File: src/inc/pfr_map.svh
// Purpose: Timing constants for the power-fail and reset sequencer.
// Assumes: Time base is the 32.768 kHz crystal, seen as ticks on the system clock.
// Notes:   Every count is in crystal ticks; least times round up.
`ifndef PFR_MAP_SVH
`define PFR_MAP_SVH

// ==========================================================================
// Time base
`define PFR_XTAL_HZ          32768
`define PFR_SYS_CLK_MHZ      125
`define PFR_CNT_W            13

// ==========================================================================
// Times in milliseconds, as documented
`define PFR_ASSERT_SHORT_MS  9
`define PFR_ASSERT_LONG_MS   18
`define PFR_HOLD_SHORT_MS    95
`define PFR_HOLD_LONG_MS     190
`define PFR_DEBOUNCE_MS      10

// ==========================================================================
// Times in crystal ticks, rounded up
`define PFR_MS_TO_TICKS(ms)  (((ms) * `PFR_XTAL_HZ + 999) / 1000)
`define PFR_ASSERT_SHORT_TICKS `PFR_MS_TO_TICKS(`PFR_ASSERT_SHORT_MS)
`define PFR_ASSERT_LONG_TICKS  `PFR_MS_TO_TICKS(`PFR_ASSERT_LONG_MS)
`define PFR_HOLD_SHORT_TICKS   `PFR_MS_TO_TICKS(`PFR_HOLD_SHORT_MS)
`define PFR_HOLD_LONG_TICKS    `PFR_MS_TO_TICKS(`PFR_HOLD_LONG_MS)
`define PFR_DEBOUNCE_TICKS     `PFR_MS_TO_TICKS(`PFR_DEBOUNCE_MS)

`endif

File: src/inc/pfr_pkg.sv
// Purpose: Types shared by the power-fail and reset sequencer.
// Assumes: Nothing beyond the map header.
// Notes:   Complementary outputs travel as one pair.
package pfr_pkg;

    // ======================================================================
    // Complementary output pair
    typedef struct packed {
        logic active;
        logic active_n;
    } pfr_pair_t;

    // ======================================================================
    // Comparator trip level selection
    typedef enum logic {
        PFR_TRIP_HIGH_BAND,
        PFR_TRIP_LOW_BAND
    } pfr_trip_t;

    // ======================================================================
    // Sequencer states
    typedef enum logic [2:0] {
        PFR_ST_RUN,
        PFR_ST_FAIL_WAIT,
        PFR_ST_FAIL_RESET,
        PFR_ST_HOLD,
        PFR_ST_BUTTON
    } pfr_state_t;

endpackage : pfr_pkg

File: src/logic/pfr_sequencer.sv
// Purpose: Power-fail and reset sequencer with pushbutton and low-battery outputs.
// Assumes: Comparator flags and straps are synchronous to clk; crystal level is sampled.
// Notes:   All delays are counted in crystal ticks, not in system clock cycles.
//
// Functional notes
// - Supply failure asserts both power-fail outputs at once.
// - Duration select low: reset asserts 9 ms into a continuing failure.
// - Duration select high: reset asserts 18 ms into a continuing failure.
// - Reset and power-fail stay asserted while the failure continues.
// - A failure shorter than the delay pulses power-fail but not reset.
// - Power-fail deasserts at once when the supply recovers.
// - Duration select low: reset held 95 ms after supply recovery.
// - Duration select high: reset held 190 ms after supply recovery.
// - Tolerance select picks the comparator trip band.
// - Low pushbutton level is a request, debounced internally.
// - Pushbutton gives a reset pulse of 95 ms or 190 ms.
// - Pushbutton pulse timing starts at button release.
// - Reset and power-fail are complementary pairs; low-battery is complementary only while the supply is good.
// - All delays derive from the 32.768 kHz crystal time base.
// - Low battery with good supply asserts low-battery until battery recovers.
// - Supply below trip point drives both low-battery outputs low.
`timescale 1ns/10ps
`include "pfr_map.svh"

module pfr_sequencer #(
    parameter int ASSERT_SHORT_TICKS = `PFR_ASSERT_SHORT_TICKS,
    parameter int ASSERT_LONG_TICKS  = `PFR_ASSERT_LONG_TICKS,
    parameter int HOLD_SHORT_TICKS   = `PFR_HOLD_SHORT_TICKS,
    parameter int HOLD_LONG_TICKS    = `PFR_HOLD_LONG_TICKS,
    parameter int DEBOUNCE_TICKS     = `PFR_DEBOUNCE_TICKS
) (
    input  wire logic          clk,
    input  wire logic          sys_rst,
    input  wire logic          crystal_clock_in,
    input  wire logic          supply_fail,
    input  wire logic          battery_fail,
    input  wire logic          supply_margin_select,
    input  wire logic          duration_select,
    input  wire logic          manual_reset_n,
    output logic               crystal_clock_out,
    output pfr_pkg::pfr_trip_t trip_level_select,
    output pfr_pkg::pfr_pair_t power_fail_out,
    output pfr_pkg::pfr_pair_t reset_out,
    output pfr_pkg::pfr_pair_t low_battery_out
);

    // ======================================================================
    // Elaboration checks
    // Each count must fit the shared elapsed counter, or its last value would be truncated and the delay would end early.
    if (ASSERT_SHORT_TICKS < 1 || ASSERT_SHORT_TICKS >= (1 << `PFR_CNT_W)) begin
        $error("pfr_sequencer: ASSERT_SHORT_TICKS out of range");
    end
    if (ASSERT_LONG_TICKS < 1 || ASSERT_LONG_TICKS >= (1 << `PFR_CNT_W)) begin
        $error("pfr_sequencer: ASSERT_LONG_TICKS out of range");
    end
    if (HOLD_SHORT_TICKS < 1 || HOLD_SHORT_TICKS >= (1 << `PFR_CNT_W)) begin
        $error("pfr_sequencer: HOLD_SHORT_TICKS out of range");
    end
    if (HOLD_LONG_TICKS < 1 || HOLD_LONG_TICKS >= (1 << `PFR_CNT_W)) begin
        $error("pfr_sequencer: HOLD_LONG_TICKS out of range");
    end

    localparam logic [`PFR_CNT_W-1:0] ASSERT_SHORT_LAST = `PFR_CNT_W'(ASSERT_SHORT_TICKS - 1);
    localparam logic [`PFR_CNT_W-1:0] ASSERT_LONG_LAST  = `PFR_CNT_W'(ASSERT_LONG_TICKS - 1);
    localparam logic [`PFR_CNT_W-1:0] HOLD_SHORT_LAST   = `PFR_CNT_W'(HOLD_SHORT_TICKS - 1);
    localparam logic [`PFR_CNT_W-1:0] HOLD_LONG_LAST    = `PFR_CNT_W'(HOLD_LONG_TICKS - 1);

    // ======================================================================
    // Declarations
    logic                  xtal_now;
    logic                  xtal_prev;
    logic                  next_xtal_now;
    logic                  next_xtal_prev;
    logic                  tick;
    logic                  button_pressed;
    pfr_pkg::pfr_state_t   state;
    pfr_pkg::pfr_state_t   next_state;
    logic [`PFR_CNT_W-1:0] elapsed;
    logic [`PFR_CNT_W-1:0] next_elapsed;
    logic [`PFR_CNT_W-1:0] assert_last;
    logic [`PFR_CNT_W-1:0] hold_last;
    logic                  assert_done;
    logic                  hold_done;
    logic                  next_reset_active;
    logic                  reset_active;
    logic                  power_fail_active;
    logic                  next_power_fail_active;
    pfr_pkg::pfr_pair_t    next_low_battery;
    pfr_pkg::pfr_trip_t    next_trip;

    // ======================================================================
    // Crystal time base
    always_comb begin
        next_xtal_now  = crystal_clock_in;
        next_xtal_prev = xtal_now;
    end

    always_ff @(posedge clk) begin
        if (sys_rst) begin
            xtal_now  <= 1'b0;
            xtal_prev <= 1'b0;
        end else begin
            xtal_now  <= next_xtal_now;
            xtal_prev <= next_xtal_prev;
        end
    end

    // One tick per rising crystal edge; every delay below counts these.
    assign tick              = xtal_now & ~xtal_prev;
    assign crystal_clock_out = xtal_now;

    // ======================================================================
    // Pushbutton debounce
    pfr_debounce #(
        .STABLE_TICKS (DEBOUNCE_TICKS)
    ) pfr_debounce_i (
        .clk      (clk),
        .sys_rst  (sys_rst),
        .tick     (tick),
        .button_n (manual_reset_n),
        .pressed  (button_pressed)
    );

    // ======================================================================
    // Duration selection
    always_comb begin
        assert_last = duration_select ? ASSERT_LONG_LAST : ASSERT_SHORT_LAST;
        hold_last   = duration_select ? HOLD_LONG_LAST : HOLD_SHORT_LAST;
        assert_done = tick && (elapsed == assert_last);
        hold_done   = tick && (elapsed == hold_last);
    end

    // ======================================================================
    // Sequencer
    always_comb begin
        next_state   = state;
        next_elapsed = tick ? elapsed + `PFR_CNT_W'(1) : elapsed;
        case (state)
            pfr_pkg::PFR_ST_RUN: begin
                next_elapsed = '0;
                if (supply_fail) begin
                    next_state = pfr_pkg::PFR_ST_FAIL_WAIT;
                end else if (button_pressed) begin
                    next_state = pfr_pkg::PFR_ST_BUTTON;
                end
            end
            pfr_pkg::PFR_ST_FAIL_WAIT: begin
                if (!supply_fail) begin
                    // Brief dip: reset is never touched.
                    next_state   = pfr_pkg::PFR_ST_RUN;
                    next_elapsed = '0;
                end else if (assert_done) begin
                    next_state   = pfr_pkg::PFR_ST_FAIL_RESET;
                    next_elapsed = '0;
                end
            end
            pfr_pkg::PFR_ST_FAIL_RESET: begin
                next_elapsed = '0;
                if (!supply_fail) begin
                    next_state = pfr_pkg::PFR_ST_HOLD;
                end
            end
            pfr_pkg::PFR_ST_HOLD: begin
                if (supply_fail) begin
                    next_state   = pfr_pkg::PFR_ST_FAIL_RESET;
                    next_elapsed = '0;
                end else if (button_pressed) begin
                    next_state   = pfr_pkg::PFR_ST_BUTTON;
                    next_elapsed = '0;
                end else if (hold_done) begin
                    next_state   = pfr_pkg::PFR_ST_RUN;
                    next_elapsed = '0;
                end
            end
            pfr_pkg::PFR_ST_BUTTON: begin
                next_elapsed = '0;
                if (supply_fail) begin
                    next_state = pfr_pkg::PFR_ST_FAIL_RESET;
                end else if (!button_pressed) begin
                    // Pulse is timed from release, so a long press never cuts it short.
                    next_state = pfr_pkg::PFR_ST_HOLD;
                end
            end
            default: begin
                next_state   = pfr_pkg::PFR_ST_HOLD;
                next_elapsed = '0;
            end
        endcase
    end

    always_comb begin
        case (next_state)
            pfr_pkg::PFR_ST_FAIL_RESET: next_reset_active = 1'b1;
            pfr_pkg::PFR_ST_HOLD:       next_reset_active = 1'b1;
            pfr_pkg::PFR_ST_BUTTON:     next_reset_active = 1'b1;
            default:                    next_reset_active = 1'b0;
        endcase
    end

    // Reset starts in the hold state, so power-up gives the full release delay.
    always_ff @(posedge clk) begin
        if (sys_rst) begin
            state        <= pfr_pkg::PFR_ST_HOLD;
            elapsed      <= '0;
            reset_active <= 1'b1;
        end else begin
            state        <= next_state;
            elapsed      <= next_elapsed;
            reset_active <= next_reset_active;
        end
    end

    // ======================================================================
    // Power-fail, low-battery and trip band
    always_comb begin
        // Follows the comparator with no counted delay in either direction.
        next_power_fail_active = supply_fail;
        if (supply_fail) begin
            next_low_battery.active   = 1'b0;
            next_low_battery.active_n = 1'b0;
        end else begin
            next_low_battery.active   = battery_fail;
            next_low_battery.active_n = ~battery_fail;
        end
        next_trip = supply_margin_select ? pfr_pkg::PFR_TRIP_LOW_BAND
                                         : pfr_pkg::PFR_TRIP_HIGH_BAND;
    end

    always_ff @(posedge clk) begin
        if (sys_rst) begin
            power_fail_active <= 1'b0;
            low_battery_out   <= '{active: 1'b0, active_n: 1'b1};
            trip_level_select <= pfr_pkg::PFR_TRIP_HIGH_BAND;
        end else begin
            power_fail_active <= next_power_fail_active;
            low_battery_out   <= next_low_battery;
            trip_level_select <= next_trip;
        end
    end

    // ======================================================================
    // Complementary outputs
    always_comb begin
        power_fail_out.active   = power_fail_active;
        power_fail_out.active_n = ~power_fail_active;
        reset_out.active        = reset_active;
        reset_out.active_n      = ~reset_active;
    end

endmodule : pfr_sequencer

File: src/logic/pfr_debounce.sv
// Purpose: Debounce of the pushbutton input on crystal ticks.
// Assumes: Input is synchronous to clk; tick is a one-cycle pulse.
// Notes:   Output changes only after the input held a new level for STABLE_TICKS ticks.
`timescale 1ns/10ps
`include "pfr_map.svh"

module pfr_debounce #(
    parameter int STABLE_TICKS = `PFR_DEBOUNCE_TICKS
) (
    input  wire logic clk,
    input  wire logic sys_rst,
    input  wire logic tick,
    input  wire logic button_n,
    output logic      pressed
);

    // A count that does not fit the counter would have its last value truncated, so it would end early.
    if (STABLE_TICKS < 1 || STABLE_TICKS >= (1 << `PFR_CNT_W)) begin
        $error("pfr_debounce: STABLE_TICKS out of range");
    end

    localparam logic [`PFR_CNT_W-1:0] LAST = `PFR_CNT_W'(STABLE_TICKS - 1);

    logic [`PFR_CNT_W-1:0] count;
    logic [`PFR_CNT_W-1:0] next_count;
    logic                  next_pressed;

    // ======================================================================
    // Stability counter
    always_comb begin
        next_count   = count;
        next_pressed = pressed;
        if (~button_n == pressed) begin
            next_count = '0;
        end else if (tick) begin
            if (count == LAST) begin
                // A bounce restarts the count, so chatter never reaches the sequencer.
                next_pressed = ~button_n;
                next_count   = '0;
            end else begin
                next_count = count + `PFR_CNT_W'(1);
            end
        end
    end

    always_ff @(posedge clk) begin
        if (sys_rst) begin
            count   <= '0;
            pressed <= 1'b0;
        end else begin
            count   <= next_count;
            pressed <= next_pressed;
        end
    end

endmodule : pfr_debounce

File: config.mk
export PLATFORM = sky130hd
export DESIGN_NAME = pfr_sequencer
export DESIGN_NICKNAME = d
export VERILOG_FILES = /design/src/inc/pfr_pkg.sv /design/src/logic/pfr_sequencer.sv /design/src/logic/pfr_debounce.sv
export VERILOG_INCLUDE_DIRS = /design/src /design/src/inc
export SDC_FILE = /design/constraint.sdc
export NUM_CORES = 1
export LEC_CHECK = 0
export ABC_AREA = 1
export BUFFER_PORTS_ARGS = -buffer_cell sky130_fd_sc_hd__buf_4
export CORE_MARGIN = 1
export CORE_UTILIZATION = 30
export DETAILED_ROUTE_END_ITERATION = 10
export PLACE_DENSITY_LB_ADDON = 0.1
export RECOVER_POWER = 100
export REMOVE_ABC_BUFFERS = 1
export SYNTH_ARGS = -nofsm -noshare
export SYNTH_HDL_FRONTEND = slang
export SYNTH_SLANG_ARGS = --single-unit
File: constraint.sdc
create_clock -name clk -period 1.6 [get_ports clk]
set_input_delay 0.24 -clock clk [delete_from_list [all_inputs] [get_ports clk]]
set_output_delay 0.24 -clock clk [all_outputs]
set_load 0.02 [all_outputs]
-- Word-level counts from Yosys, hierarchy flattened
Cells that the tools add are included.
- bitwise operators: 7
- reductions and logical operators: 7
- equality and inequality tests: 11
- mux-type cells: 24
- add/sub/neg operators: 2
- operators with widths (kind ; count):
    2-to-1 mux 13 bit ; 8
    2-to-1 mux 3 bit ; 10
    adder 13 x 1 -> 13 bit (second input constant) ; 2
    one-hot mux 13 bit (2 select lines) ; 1
    one-hot mux 3 bit (5 select lines) ; 1
    equality test 13 x 10 -> 1 bit ; 1
    equality test 13 bit ; 1
    equality test 13 x 9 -> 1 bit (second input constant) ; 1
    equality test 3 x 2 -> 1 bit (second input constant) ; 4
    2-to-1 mux 10 bit ; 1
    equality test 3 bit (second input constant) ; 2
    NOT 1 bit ; 6
    OR reduction 2 bit ; 2
    equality test 3 x 1 -> 1 bit (second input constant) ; 1
    zero test 3 bit ; 1
    2-to-1 mux 1 bit ; 3
    AND reduction 3 bit ; 1
    OR reduction 3 bit ; 1
    logical AND 1 bit ; 2
    AND 1 bit ; 1
    equality test 1 bit ; 1
- input bits: 8
- output and inout port bits: 8
- flip-flop bits (word level): 37
- logic and storage cells: 62

-- Logic depth before layout (Yosys ltp)
Gate-level depths: netlist of run 1.
- depth in word-level cells: 10
- depth in mapped cells: 12

-- Cells and area by module
Synthesis of run 1 repeated with hierarchy kept, for this count alone.
- cells, all modules: 322
- area, all modules: 2124.5 um^2
- by module, submodules not included (module ; cells each ; sequential area each (um^2) ; times used ; area each (um^2)):
    pfr_sequencer ; 208 ; 460.4 ; 1 ; 1305.0
    pfr_debounce ; 114 ; 280.3 ; 1 ; 819.5

-- Worst setup path after synthesis of run 1
OpenSTA, ideal clock, no wires.
- kind: reg-to-reg
- from: register xtal_now, in the netlist crystal_clock_out
- to: register elapsed[1]
- arrival time: 1312 ps
- required time: 1481 ps
- path buffers: 1
- period minus slack after synthesis: 1431 ps
- cell stages (with the launch flop): 11
- setup slack: 169 ps
- cell sequence: dfxtp_1 -> nand2_1 -> nor2_1 -> nand2_1 -> nor2_1 -> nand3_1 -> nand2_1 -> nand2_2 -> nand2_4 -> buf_12 -> nor2_2
- word-level cells in the longest chain between the ends: 6
- elaborated cells on any way between the ends: 10
- RTL lines (what ; line ; source):
    from (decl) ; pfr_sequencer.sv:70 ; logic xtal_now;
    from (signal assigned) ; pfr_sequencer.sv:103 ; xtal_now <= next_xtal_now;
    AND 1 bit (*) ; pfr_sequencer.sv:109 ; assign tick = xtal_now & ~xtal_prev;
    2-to-1 mux 13 bit or logical AND 1 bit (tied branches) ; pfr_sequencer.sv:137, pfr_sequencer.sv:130 ;
    2-to-1 mux 13 bit ; pfr_sequencer.sv:170 ; end else if (hold_done) begin
    2-to-1 mux 13 bit ; pfr_sequencer.sv:167 ; end else if (button_pressed) begin
    2-to-1 mux 13 bit ; pfr_sequencer.sv:164 ; if (supply_fail) begin
    one-hot mux 13 bit (2 select lines) (*) ; pfr_sequencer.sv:138 ; case (state)
    to (signal assigned) ; pfr_sequencer.sv:208 ; elapsed <= next_elapsed;
    to (decl) ; pfr_sequencer.sv:78 ; logic [`PFR_CNT_W-1:0] elapsed;
Every way passes the cells marked *; elsewhere a longest branch is shown, timed or not.
A chain may end at the register's enable or synchronous reset.

-- Worst setup path after layout of run 1
- from: register xtal_now, in the netlist crystal_clock_out
- to: register pfr_debounce_i.pressed
- word-level cells in the longest chain between the ends: 2
- RTL lines (what ; line ; source):
    AND 1 bit ; pfr_sequencer.sv:109 ;
    AND reduction 3 bit (no source line) ; n/a ;
    to (signal assigned) ; pfr_debounce.sv:52 ; pressed <= next_pressed;
    to (decl) ; pfr_debounce.sv:14 ; output logic pressed
Every way passes these cells.

==> results of run 1 <==
-- timing repair --
item,CTS,global route
setup buffers,0,1
resized for setup,0,4
setup endpoints to repair,0,13
endpoints found under the hold margin,0,0
-- final cells by class --
type | count | share of cell area [%]
Multi-Input combinational cell | 211 | 46.8
Sequential cell | 37 | 30.9
Timing Repair Buffer | 23 | 7.03
Inverter | 44 | 6.98
Tap cell | 77 | 4.01
Clock buffer | 5 | 2.86
Clock inverter | 2 | 1.46
-- registers in the layout, indices dropped and copies added (netlist names) --
register	cells
crystal_clock_out	1
elapsed	13
low_battery_out	2
pfr_debounce_i.count	13
pfr_debounce_i.pressed	1
power_fail_active	1
reset_active	1
state	3
trip_level_select	1
xtal_prev	1
-- layer usage --
layer | track usage, % | vias to the layer above
li1 | - | 980
met1 | 18.0 | 798
met2 | 21.2 | 29
met3 | 3.11 | 2
met4 | 4.55 | 0
met5 | 0 | -
-- worst paths after layout --
check / start / to / slack [ps] / depth (start not counted)
setup / recovery: crystal_clock_out / pfr_debounce_i.pressed / 120 / 7
hold / removal: battery_fail / low_battery_out[0] / 140 / 2
setup reg to reg: crystal_clock_out / pfr_debounce_i.pressed / 120 / 7
hold reg to reg: pfr_debounce_i.count[11] / pfr_debounce_i.count[11] / 490 / 1
-- synthesized netlist by cell type, types with 2 or more instances --
cell type	count
nor2_4	3
inv_1	39
ha_1	2
nor2_2	11
nand2_2	2
a21oi_1	6
nand3_2	2
o21ai_0	7
nor2_1	49
nand2_1	66
nor3_2	3
dfxtp_1	37
xnor2_1	2
xor2_1	13
inv_2	4
clkbuf_1	2
nor3_1	3
nand4_2	2
buf_4	3
nand3_1	17
nand4_1	12
-- stage by stage --
stage / setup TNS [ps] / setup slack (ps)
after floorplan: 0 / 26.6
after global placement: 0 / 81.4
after detailed placement: 0 / 41.4
after CTS: 0 / 19.7
after global routing: -22.6 / -14.1
final: 0 / 119
-- worst max-delay path: cells and delay by family, from the launching register on --
kind | cells | cell delay (ps)
buffers and inverters | 2 | 230
AO/OA/AOI/OAI | 1 | 160
flip-flops | 1 | 390
AND/OR/NAND/NOR | 4 | 620
-- logic make-up after synthesis --
logic type,synth area share [%]
flops,35.6
compound gates,4.87
xor+xnor,6.32
buf+inv,11.0
simple gates,41.0
fa+ha+maj,1.20
-- power breakdown --
part	total, mW	switching [mW]	leakage, nW	internal, mW
sequential	0.962	0.0178	0.301	0.944
clock	0.785	0.331	0.0540	0.453
combinational	0.245	0.155	0.636	0.0902
total	1.99	0.504	0.991	1.49
==> impl_results.md, run 1 <==
* Overall power at approximately 2 mW
* CP max-delay cell: dfxtp_1
* Vias post-DR at approximately 1.8k
* CTS Buffer Depth at 2
* Buffers on Ports at 15
* Critical path capture point type: register
* Die Width at 85.3 µm
* Tightest Pin Transition at 382 ps
* I/O pin total at 16
* First-pass GRT wire length at roughly 7600 µm
* Register area at between 700 and 800 µm²
* Main synth FF type: dfxtp_1
* Vias per cell at 4.53
* Met1 WL at approximately 2300 µm
* Top cells by area, synth: dfxtp_1 (36%), nand2_1 (12%), nor2_1 (8.8%)
* Number of enable flip-flop cells after synthesis at 0
* Hold Path Class: input port to register
* Worst EP required at ~1800 ps
* Status: completed
* Worst Skew at 6.95 ps
* Worst VDD drop at 292 µV
* CP Launch Type: register
* Synth Register Bits at 37
* Post-synthesis sequential area ratio at 35.6%
* Hold_buf cts at 0
* Dominant cell type by area after synthesis: dfxtp_1
* Total CTS buffers at 5
* Routed wl met2 at 2000 µm
* Crit-path max cell delay at slightly below 400 ps
* Mapped Cells at 299
* DRT Pass-1 Iters at 4
* Worst-skew pair later-pin latency at 280 ps
* Synth Area per Inst at 6.95 µm²
* Initial antenna violation count at 0
* Share of cells above drive strength 1 at about 20%
* Crit path max fanout at 8
* Antenna-violating nets left at 0
* Async SR Flop Fraction at 0%
* LEAKAGE at about 1 nW
* Placed Cells at around 390
* Fmax at about 680 MHz
* Diode count at 0
* Final cycle utilization of the critical path at 92.6%
* Die Height at 85.3 µm
* Post-synth cell types at 35
* Pin count of the biggest net entering global routing at 14
* Setup Viol. Count Final at 0
* Final hold viol count at 0
* Filler instances at 711
* CTS tree: done
* Relative slew slack at 74.4%
* Max-Cap Viols at 0
* Non-Filler Instances at 399
* Most frequent cells in the layout: nand2_1 (65), nor2_1 (48), inv_1 (39), dfxtp_1 (36), buf_4 (22)
* Placed cell area at 0.00228 mm²
* Crit Path Category: register to register
* GPL Wtd Cong at 0.804
* RSZ-0062 raised after global routing: true
* WL final at 4480 µm
* Final hold slack at roughly 140 ps
* Layout area overhead at 15.5%
* Initial Utilization at 31.8%
* Fin crit period at roughly 1500 ps
* Commonest non-fill, non-tap cell in the layout: nand2_1
* GRT Total Usage at roughly 13%
* Cell Chain, Critical Path: inv_2 > nor2_4 > nand4_1 > nor3_2 > buf_4 > nor2_1 > a211oi_1
* Fin. max-slew vios at 0
* Grt ovf at 0
* Met3 routed WL at 157 µm
* DP HPWL at 3420 µm
* Synth warnings at 0
* Max Used Layer: met4
* Core area at 0.00653 mm²
* Drt drc at 0
* CTS root buf: clkbuf_8
* Power density over the cells at 829 mW/mm²
* Layout Utilization at 36.8%
* # clock sinks at 37
* Starting DRT DRC Count at 69
* Multi-input logic area at 0.00112 mm²
* H-tree depth at 2
* Worst-path clk slew at about 80 ps
* Top cell type's share of synthesized area at 35.6%
* Nets at 332
* Netlist Area Pre-Place at 0.00208 mm²
* Row cnt at 29
* Final instance area at ~0.0024 mm²
* Mean routed wirelength per cell at 11.2 µm
* Vias in the first global route at 1676
* CP arrival at between 1500 and 2000 ps
* Die area at 0.00727 mm²
No activity file was read; power rests on OpenSTA's default activity.
==> inputs of run 2 (changes only) <==
Settings changed: SETUP_SLACK_MARGIN set to 0.4.
==> run 2 against run 1 <==
  * Maximum frequency up 5.3%
  * Clock skew up 0.77 ps
  * Clock power up 0.9%
  * Non-clock buffer count up 16
  * Critical path depth up 2
  * Routed wire length up 12%
  * Worst setup slack better by 75 ps
  * Critical endpoint is now pfr_debounce_i.count[8]
  * Largest cell class unchanged
==> impl_results.md, run 2 (synthesis results as in run 1) <==
* Relative slew slack at a little under 70%
* Nets at between 300 and 400
* Met1 Resource Use GR at 19.0%
* Setup Viol. Count Final at 0
* Drt drc at 0
* Die Width at roughly 85 µm
* Tightest Pin Transition at 480 ps
* Top Usage Layer GRT: met2
* H-tree depth at 2
* Core area at 0.00653 mm²
* Fin crit period at between 1000 and 1500 ps
* Commonest non-fill, non-tap cell in the layout: nand2_1
* Fin. max-slew vios at 0
* Max-Cap Viols at 0
* Hold_buf cts at 0
* Buffers on Ports at 15
* CTS tree: done
* Total CTS buffers at 5
* Die area at 0.00727 mm²
* Antenna-violating nets left at 0
* Row cnt at 29
* Worst-skew pair later-pin latency at 280 ps
* Mean routed wirelength per cell at 12.1 µm
* Final instance area at around 0.0028 mm²
* Filler instances at 692
* Die Height at 85.3 µm
* Final hold viol count at 0
* DRT Pass-1 Iters at 4
* Crit path max fanout at 5
* CP Launch Type: register
* LEAKAGE at ~1.1 nW
* Diode count at 0
* Power density over the cells at 741 mW/mm²
* Worst VDD drop at between 200 and 300 µV
* DP HPWL at 3420 µm
* TNS Setup at 0 ps
* Fmax at 711 MHz
* Hold Path Class: input port to register
* Placed cell area at 0.00228 mm²
* Layout area overhead at 32.6%
* Final cycle utilization of the critical path at 87.9%
* Met3 Use GR at under 10%
* Crit Path Category: register to register
* Starting DRT DRC Count at 71
* Status: completed
* CTS root buf: clkbuf_8
* # clock sinks at 37
* First-pass GRT wire length at 8120 µm
* CTS Buffer Depth at 2
* RSZ-0062 raised after global routing: true
* Vias in the first global route at around 1.8k
* Critical path capture point type: register
* I/O pin total at 16
* Final hold slack at 134 ps
* Pin count of the biggest net entering global routing at 12
* Most frequent cells in the layout: nand2_1 (60), nor2_1 (37), inv_1 (32), buf_4 (26), nand3_1 (15)
* Post-placement worst setup slack at 41.4 ps
* CP arrival at ~1600 ps
* WL final at around 5000 µm
* Met2 Track Usage GR at between 20% and 30%
* Final WS setup at 194 ps
* Overall power at about 2 mW
* Worst Skew at 7.73 ps
* Worst EP required at 1780 ps
* Grt ovf at 0
* Top Registers: elapsed: 13 flops, pfr_debounce_i.count: 13 flops, state: 3 flops
* Initial Utilization at a little under a third
* Worst-path clk slew at 80 ps
* GPL Wtd Cong at 0.804
* Share of cells above drive strength 1 at 37.2%
* Initial antenna violation count at 0
* GRT Total Usage at 14.3%
* Vias per cell at 4.65
* Vias post-DR at 1936
-- run 2: changes by cell type in the layout (fill, tap and decap cells not counted), moves of 3 or more --
cell and delta:
buf_4 +4, clkbuf_1 +9, dfxtp_1 -22, dfxtp_2 +11, dfxtp_4 +11, inv_1 -7
inv_2 +3, inv_4 +4, nand2_1 -5, nand2_2 +3, nor2_1 -11, nor2_4 +10
-- run 2: path summary, 6_finish.rpt --
path / startpoint / end / slack [ps] / depth (start not counted)
hold reg to reg: pfr_debounce_i.count[11] / pfr_debounce_i.count[11] / 500 / 1
setup / recovery: crystal_clock_out / pfr_debounce_i.count[8] / 190 / 9
setup reg to reg: crystal_clock_out / pfr_debounce_i.count[8] / 190 / 9
hold / removal: battery_fail / low_battery_out[0] / 130 / 2
-- run 2: layout make-up --
cell class	count	area (µm²)	share of cell area, %
repair buffers	39	263	9.53
clock inverters	2	35.0	1.27
multi-input cells	212	1320	47.9
flip-flops and latches	37	797	28.9
clock buffers	5	68.8	2.50
inverters	44	178	6.44
well taps	77	96.3	3.49
-- run 2: per-layer routing --
| metal | wire [µm] | up-vias | share of wire [%] |
|---|---|---|---|
| met4 | 36 | 0 | 0.72 |
| met5 | 0 | - | 0 |
| li1 | - | 1022 | - |
| met1 | 2470 | 878 | 49 |
| met3 | 182 | 2 | 3.6 |
| met2 | 2340 | 34 | 47 |
-- run 2: per-stage QoR --
stage,util (%),std cells
2_1_floorplan,-,292
3_3_place_gp,34.9,391
3_5_place_dp,34.9,391
4_1_cts,39.8,409
5_1_grt,42.2,416
6_report,42.2,416
-- run 2: repair_timing --
action	in CTS	in global routing
setup buffers	10	7
pin swaps	6	23
cloned	1	0
gates resized for setup	48	63
endpoints found under the setup margin	28	30
-- run 2: worst max-delay path, cell delays in order, from the launching register on --
cell	delay, ps
dfxtp_4	380
inv_4	40
nor2_4	130
buf_4	130
nand2_2	60
nor2_4	120
nand4_2	100
nor2_1	150
xnor2_1	140
nor2_1	50
-- run 2: where the power goes --
| group | total (mW) | internal (mW) | switching, mW | leakage (nW) |
|---|---|---|---|---|
| Sequential | 0.955 | 0.930 | 0.0253 | 0.314 |
| Combinational | 0.298 | 0.107 | 0.191 | 0.720 |
| Clock | 0.792 | 0.454 | 0.338 | 0.0540 |
| Total | 2.04 | 1.49 | 0.554 | 1.09 |
